## src/hw/sr_latch_pkg.sv

```systemverilog
package sr_latch_pkg;
  // register byte offsets on the APB side
  localparam logic [11:0] CTRL_OFFSET = 12'h000;
  localparam logic [11:0] SRC_OFFSET = 12'h004;
  localparam logic [11:0] ALTPIN_OFFSET = 12'h008;
  localparam logic [11:0] STATUS_OFFSET = 12'h00C;
  // values after reset
  localparam logic [7:0] CTRL_RESET = 8'h00;
  localparam logic [7:0] SRC_RESET = 8'h00;
  localparam logic ALTPIN_RESET = 1'b0;
  // control register fields
  localparam int CTRL_LEN_BIT = 7;
  localparam int CTRL_DIV_LSB = 4;
  localparam int CTRL_DIV_W = 3;
  localparam int CTRL_QEN_BIT = 3;
  localparam int CTRL_NQEN_BIT = 2;
  localparam int CTRL_SPULSE_BIT = 1;
  localparam int CTRL_RPULSE_BIT = 0;
  // source enable register fields (reset half sits four bits lower)
  localparam int SRC_PIN_BIT = 7;
  localparam int SRC_CLK_BIT = 6;
  localparam int SRC_C2_BIT = 5;
  localparam int SRC_C1_BIT = 4;
  localparam int SRC_RESET_SHIFT = 4;
  // alternate pin register field
  localparam int ALTPIN_NQSEL_BIT = 0;
  // divider: shortest period is 4 cycles, code 7 gives 512
  localparam int DIV_BASE_LOG2 = 2;
  localparam int DIV_CNT_W = 9;
  // firmware pulse width in cycles
  localparam int SOFT_PULSE_CYCLES = 1;
endpackage

```

## src/hw/pulse_divider.sv

```systemverilog
`timescale 1ns/10ps
module pulse_divider
  import sr_latch_pkg::*;
(
  // clock and reset
  input wire logic pclk,
  input wire logic presetn,
  // period select and output pulse
  input wire logic [CTRL_DIV_W-1:0] sel,
  output logic pulse
);
  logic [DIV_CNT_W-1:0] cnt_q;
  logic [DIV_CNT_W-1:0] cnt_d;
  logic [DIV_CNT_W-1:0] mask;
  logic pulse_d;

  // period is 4 << sel, so the wrap mask is that minus one
  assign mask = DIV_CNT_W'((32'd1 << (DIV_BASE_LOG2 + 32'(sel))) - 32'd1);
  assign cnt_d = (cnt_q + 9'h001) & mask;
  assign pulse_d = ((cnt_q & mask) == mask);

  // free-running counter; a select change takes effect within one period
  always_ff @(posedge pclk or negedge presetn) begin
    if (!presetn) begin
      cnt_q <= 9'h000;
      pulse <= 1'b0;
    end else begin
      cnt_q <= cnt_d;
      pulse <= pulse_d;
    end
  end
endmodule // pulse_divider

```

## src/hw/cmp_sync.sv

```systemverilog
`timescale 1ns/10ps
module cmp_sync
  import sr_latch_pkg::*;
(
  // clock and reset
  input wire logic pclk,
  input wire logic presetn,
  // raw comparator, timer-1 clock enable, choice
  input wire logic raw,
  input wire logic tmr1_tick,
  input wire logic use_sync,
  output logic result
);
  logic held_q;

  // sample the comparator only on timer-1 clock ticks
  always_ff @(posedge pclk or negedge presetn) begin
    if (!presetn) begin
      held_q <= 1'b0;
    end else if (tmr1_tick) begin
      held_q <= raw;
    end
  end

  assign result = use_sync ? held_q : raw;
endmodule // cmp_sync

```

## src/hw/sr_latch.sv

```systemverilog
`timescale 1ns/10ps
module sr_latch
  import sr_latch_pkg::*;
(
  // apb slave
  input wire logic pclk,
  input wire logic presetn,
  input wire logic psel,
  input wire logic penable,
  input wire logic pwrite,
  input wire logic [11:0] paddr,
  input wire logic [31:0] pwdata,
  output logic [31:0] prdata,
  output logic pready,
  output logic pslverr,
  // latch sources
  input wire logic cmp1_result,
  input wire logic cmp2_result,
  input wire logic cmp1_sync_sel,
  input wire logic cmp2_sync_sel,
  input wire logic tmr1_tick,
  input wire logic latch_input_pin,
  // output pins with enables
  output logic true_output_pin,
  output logic true_output_oe,
  output logic complement_output_pin,
  output logic complement_output_oe,
  output logic complement_alt_pin,
  output logic complement_alt_oe
);
  logic [7:0] ctrl_q;
  logic [7:0] src_q;
  logic altpin_q;
  logic spulse_q;
  logic rpulse_q;
  logic state_q;
  logic state_d;
  logic div_pulse;
  logic comparator1_result_synced;
  logic comparator2_result_synced;
  logic set_any;
  logic reset_any;
  logic [3:0] src_vec;

  // bus decode
  wire access = psel & penable;
  wire wr = access & pwrite;
  wire sel_ctrl = (paddr == CTRL_OFFSET);
  wire sel_src = (paddr == SRC_OFFSET);
  wire sel_alt = (paddr == ALTPIN_OFFSET);
  wire sel_stat = (paddr == STATUS_OFFSET);
  wire mapped = sel_ctrl | sel_src | sel_alt | sel_stat;

  // zero wait states; unmapped addresses answer with an error
  assign pready = 1'b1;
  assign pslverr = access & ~mapped;

  // field views
  wire latch_enable = ctrl_q[CTRL_LEN_BIT];
  wire [CTRL_DIV_W-1:0] pulse_divider_select =
    ctrl_q[CTRL_DIV_LSB +: CTRL_DIV_W];
  wire true_output_enable = ctrl_q[CTRL_QEN_BIT];
  wire complement_output_enable = ctrl_q[CTRL_NQEN_BIT];
  wire complement_pin_relocate = altpin_q;

  // control registers; pulse bits are not stored, they read as zero
  always_ff @(posedge pclk or negedge presetn) begin
    if (!presetn) begin
      ctrl_q <= CTRL_RESET;
      src_q <= SRC_RESET;
      altpin_q <= ALTPIN_RESET;
    end else if (wr) begin
      if (sel_ctrl) ctrl_q <= pwdata[7:0] & 8'hFC;
      if (sel_src) src_q <= pwdata[7:0];
      if (sel_alt) altpin_q <= pwdata[ALTPIN_NQSEL_BIT];
    end
  end

  // firmware pulses: one cycle high after a write of one, then gone
  always_ff @(posedge pclk or negedge presetn) begin
    if (!presetn) begin
      spulse_q <= 1'b0;
      rpulse_q <= 1'b0;
    end else begin
      spulse_q <= wr & sel_ctrl & pwdata[CTRL_SPULSE_BIT];
      rpulse_q <= wr & sel_ctrl & pwdata[CTRL_RPULSE_BIT];
    end
  end

  // read mux; status shows latch state and live combined inputs
  always_comb begin
    prdata = 32'h00000000;
    if (access && !pwrite) begin
      if (sel_ctrl) prdata = {24'h000000, ctrl_q};
      if (sel_src) prdata = {24'h000000, src_q};
      if (sel_alt) prdata = {31'h00000000, altpin_q};
      if (sel_stat) prdata = {29'h00000000, reset_any, set_any, state_q};
    end
  end

  pulse_divider u_div (
    .pclk(pclk),
    .presetn(presetn),
    .sel(pulse_divider_select),
    .pulse(div_pulse)
  );

  cmp_sync u_c1 (
    .pclk(pclk),
    .presetn(presetn),
    .raw(cmp1_result),
    .tmr1_tick(tmr1_tick),
    .use_sync(cmp1_sync_sel),
    .result(comparator1_result_synced)
  );

  cmp_sync u_c2 (
    .pclk(pclk),
    .presetn(presetn),
    .raw(cmp2_result),
    .tmr1_tick(tmr1_tick),
    .use_sync(cmp2_sync_sel),
    .result(comparator2_result_synced)
  );

  // source vector in the bit order of each enable half
  assign src_vec = {latch_input_pin, div_pulse,
                    comparator2_result_synced, comparator1_result_synced};
  assign set_any = spulse_q
                 | (|(src_vec & src_q[7:4]));
  assign reset_any = rpulse_q
                   | (|(src_vec & src_q[3:0]));

  // reset dominates; otherwise set; otherwise hold
  assign state_d = reset_any ? 1'b0 : (set_any ? 1'b1 : state_q);

  // state flop runs regardless of enable; a clocked hold stands in for
  // the clockless latch, trading a cycle of lag for a clean design
  always_ff @(posedge pclk or negedge presetn) begin
    if (!presetn) begin
      state_q <= 1'b0; // latch leaves reset in the reset state, Q low
    end else begin
      state_q <= state_d;
    end
  end

  // output drive; direction control is firmware's job on the port
  wire q_on = latch_enable & true_output_enable;
  wire nq_on = latch_enable & complement_output_enable;
  assign true_output_pin = state_q;
  assign true_output_oe = q_on;
  assign complement_output_pin = ~state_q;
  assign complement_output_oe = nq_on & ~complement_pin_relocate;
  assign complement_alt_pin = ~state_q;
  assign complement_alt_oe = nq_on & complement_pin_relocate;

  // checks
  a_reset_dominant: assert property (@(posedge pclk) disable iff (!presetn)
    reset_any |=> !state_q) else $error("reset did not win");
  a_set_takes: assert property (@(posedge pclk) disable iff (!presetn)
    set_any && !reset_any |=> state_q) else $error("set lost");
  a_hold_state: assert property (@(posedge pclk) disable iff (!presetn)
    !set_any && !reset_any |=> $stable(state_q))
    else $error("state moved without input");
  a_pulse_one: assert property (@(posedge pclk) disable iff (!presetn)
    spulse_q |=> !spulse_q || $past(wr && sel_ctrl))
    else $error("set pulse too long");
  a_pulse_read: assert property (@(posedge pclk) disable iff (!presetn)
    access && !pwrite && sel_ctrl |-> prdata[1:0] == 2'b00)
    else $error("pulse bits read nonzero");
  a_pulse_clear: assert property (@(posedge pclk) disable iff (!presetn)
    wr && sel_ctrl && pwdata[0] |=> rpulse_q ##1
    (!rpulse_q || $past(wr && sel_ctrl)))
    else $error("reset pulse wrong");
  a_oe_gated: assert property (@(posedge pclk) disable iff (!presetn)
    !latch_enable |-> !true_output_oe && !complement_output_oe
    && !complement_alt_oe) else $error("output without enable");
  a_nq_relocate: assert property (@(posedge pclk) disable iff (!presetn)
    complement_output_oe |-> !complement_alt_oe && !altpin_q)
    else $error("complement on both pins");
endmodule // sr_latch

```

## config.mk

```make
export PLATFORM = sky130hd
export DESIGN_NAME = sr_latch
export DESIGN_NICKNAME = d
export VERILOG_FILES = /design/src/hw/sr_latch_pkg.sv /design/src/hw/pulse_divider.sv /design/src/hw/cmp_sync.sv /design/src/hw/sr_latch.sv
export SDC_FILE = /design/constraint.sdc
export NUM_CORES = 1
export LEC_CHECK = 0
export BUFFER_PORTS_ARGS = -buffer_cell sky130_fd_sc_hd__buf_2
export CAP_MARGIN = 10
export CORE_MARGIN = 5
export CORE_UTILIZATION = 50
export CTS_CLUSTER_DIAMETER = 30
export CTS_CLUSTER_SIZE = 14
export DETAILED_ROUTE_END_ITERATION = 6
export GPL_TIMING_DRIVEN = 0
export PLACE_DENSITY = 0.83
export SYNTH_ARGS = -nofsm -noshare
export SYNTH_HDL_FRONTEND = slang
export SYNTH_SLANG_ARGS = --single-unit
export TNS_END_PERCENT = 1
```

## constraint.sdc

```tcl
create_clock -name pclk -period 3 [get_ports pclk]
set_input_delay 0.6 -clock pclk [delete_from_list [all_inputs] [get_ports pclk]]
set_output_delay 0.6 -clock pclk [all_outputs]
set_load 0.005 [all_outputs]
```

==> key figures <==
Route
  • Wire length on met3: 304 um
  • # DRC: 0
  • DR WL met2: 2.06 mm
  • Vias: around 1,500
  • Antenna-violating nets left: 0
  • DR top layer: met4
  • Initial drt markers: 54
  • Total wire length: between 4 and 5 mm
  • M1 WL: 1.78 mm
  • Pre-antenna DRT Iters: 4
  • Drt wl/cell: 13.7 um
  • DR vias/cell: 4.94

Global route
  • First-pass GRT wire length: about 7 mm
  • Antenna violations before repair: 0
  • Total GRT Usage: 16.9%
  • GRT overflow: 0
  • Pin count of the biggest net entering global routing: 31
  • Vias in the first global route: ~1,500

Placed design
  • Placed Area: 0.00231 sq mm
  • Dpl hpwl: 3.23 mm
  • Port Buf Inserts: 44
  • Routability cong.: 0.817

Worst setup path
  • Biggest cell delay along the critical path: 0.73 ns
  • Slowest CP cell: or4_2
  • Worst setup SP type: input pin
  • Worst Path Max Fanout: 5
  • CP Capture Type: output port
  • WS Path Type: in -> out
  • CP cell instances: buf_2 -> nor4_2 -> nand3_2 -> or4_2 -> nor2_1 -> buf_2
  • WP data required: 2.40 ns
  • Arrival time of the worst setup path: 2.23 ns
  • Cell mode on critical path: buf_2

Outcome
  • Status: finished clean

Floorplan
  • Core box area: 0.00372 sq mm
  • DIE AREA: 0.00524 sq mm
  • Rows: 22
  • Initial Util: between 50% and 60%
  • Die X: 72.4 um
  • I/O pin cnt: 95
  • Die Ht: 72.4 um

STA
  • Setup_tns: 0 ns
  • F_max: 353 MHz
  • RSZ-0062 raised after global routing: no
  • Period utilisation layout: 94.3%
  • Max-slew headroom: a little under three fifths
  • Worst-margin pin slew: 0.657 ns
  • Final setup violation count: 0
  • Final slew viol count: 0
  • Fin crit period: 2.83 ns
  • Final Hold Fails: 0
  • Clock Skew: 0.00580 ns

Yosys
  • Share of Yosys cell area claimed by the top area cell type: 38.6%
  • Post-synth cell types: 45
  • Most frequent cell after synthesis: dfrtp_1
  • Seq cells post-synth: 30
  • Asr flop ratio synth: 100%
  • Synth area leader: dfrtp_1
  • Ys Warns: 0
  • Sequential area share after synthesis: 38.6%
  • Largest cells by area after synthesis: dfrtp_1 39%, buf_4 10%, mux2_2 6.9%
  • Mean Syn Cell Area: 10.7 sq um
  • Cell Area, Synth: 0.00194 sq mm
  • Post-synth top cells: 30 x dfrtp_1, 26 x buf_4, 17 x nor2_1, 12 x mux2_2, 8 x mux2_4
  • Ys flop type: dfrtp_1
  • Cells after synthesis: 182
  • EDFF count, synth: 0

Final layout
  • # nets final: 318
  • Layout cells sized above 1: 41.9%
  • ANT cells: 0
  • Area growth syn-to-layout: 26.6%
  • Final Instance Area: 0.00246 sq mm

Clocking
  • Root Buffer: clkbuf_8
  • H-tree lvl count: 2
  • Worst-case clock buffer depth: 2
  • Clock sinks: 30
  • Clock Latency Late Sink: 0.28 ns
  • CTS Buf Count: 5
  • Clock Pin Slew Worst Setup and Hold Paths: roughly 0.060 ns
  • # hold bufs at CTS: 0
  • CTS tree: built
  • Gates resized, CTS repair: 0

Power and ir drop
  • PwrDens: 424 mW/mm^2
  • Leakage: 1.28 nW
  • Worst vdd ir: 0.000276 V

Run
  • Max-Cap Viols: 0

Worst hold path
  • Hold Path Class: in -> async
## metal layers
metal | track usage [%] | vias up
li1 | - | 744
met1 | 20.7 | 710
met2 | 29.1 | 53
met3 | 3.74 | 5
met4 | 5.64 | 0
met5 | 0 | -
## worst paths after layout
path	startpoint	to	slack, ns	depth (start not counted)
setup / recovery	paddr[8]	prdata[5]	0.17	6
min in group pclk	u_c2.held_q	u_c2.held_q	0.51	1
setup reg to reg	ctrl_q[5]	u_div.pulse	0.97	6
max in group asynchronous	presetn	u_c2.held_q	2.22	1
hold / removal	presetn	u_div.cnt_q[1]	0.35	1
hold reg to reg	u_c2.held_q	u_c2.held_q	0.51	1
## repair_timing
action / in CTS / in global routing
setup endpoints to repair: 0 / 3
endpoints found under the hold margin: 0 / 0
setup buffers: 0 / 1
## power by group
group | internal (mW) | switching (mW)
Combinational | 0.0615 | 0.0557
Clock | 0.354 | 0.152
Sequential | 0.412 | 0.00641
Total | 0.828 | 0.214
## area by class of cell
class / count / area, sq um
Timing Repair Buffer: 45 / 228
Tap cell: 48 / 60.1
Fill cell: 318 / 1250
Inverter: 5 / 18.8
Sequential cell: 30 / 751
Clock inverter: 2 / 60.1
Clock buffer: 6 / 82.6
Multi-Input combinational cell: 140 / 1040
Buffer: 30 / 218
## logic make-up after synthesis
family | Yosys count | share of synthesized area, %
xor gates and xnor gates | 9 | 4.05
muxes | 26 | 16.2
other | 2 | 0.386
adders and majority gates | 6 | 3.86
AOI/OAI and AO/OA | 17 | 6.95
buffers and inverters | 35 | 12.2
DFF | 30 | 38.6
and+or+nand+nor | 57 | 17.8
## cells in the final DEF, fill, tap and decap left out, types with 2 or more instances in the layout
cell,synthesis,layout
bufinv_16,0,2
a221o_1,2,2
ha_1,6,6
and3_1,3,3
buf_2,0,44
a221oi_1,2,2
nand2_1,6,6
dfrtp_1,30,30
conb_1,2,25
clkbuf_8,0,6
mux2_2,12,12
buf_4,26,27
clkbuf_1,2,2
and2_1,5,5
xor2_1,6,6
nor2_1,17,17
o221a_2,2,2
nand4_1,2,2
nor4_4,2,2
mux2_4,8,8
nor2b_1,2,2
xnor2_1,3,3
mux2i_1,6,6
a21boi_0,2,2
inv_1,5,5
a21oi_1,2,2
nand3_1,4,4
nor3_1,5,5
## registers in the layout (all words and copies together), names as in the netlist
name and flops:
altpin_q 1, ctrl_q 6, rpulse_q 1, spulse_q 1, src_q 8, true_output_pin 1
u_c1.held_q 1, u_c2.held_q 1, u_div.cnt_q 9, u_div.pulse 1
## worst max-delay path, delay by kind of cell
family / cells / cell delay (ns)
buffers and inverters: 2 / 0.24
and+or+nand+nor: 4 / 1.38
## through the flow
step,util (%),instances,power (mW),hold WS (ns),worst slack [ns]
after floorplan,-,205,0.497,0.304,0.521
after global placement,62.2,297,0.538,0.483,0.150
after detailed placement,62.2,297,0.541,0.502,0.134
after CTS,66.0,305,1.05,0.371,0.134
after global routing,66.2,306,1.09,0.408,0.0422
final,66.2,306,1.04,0.351,0.170
Note: power is estimated with default switching activity, not from simulation.
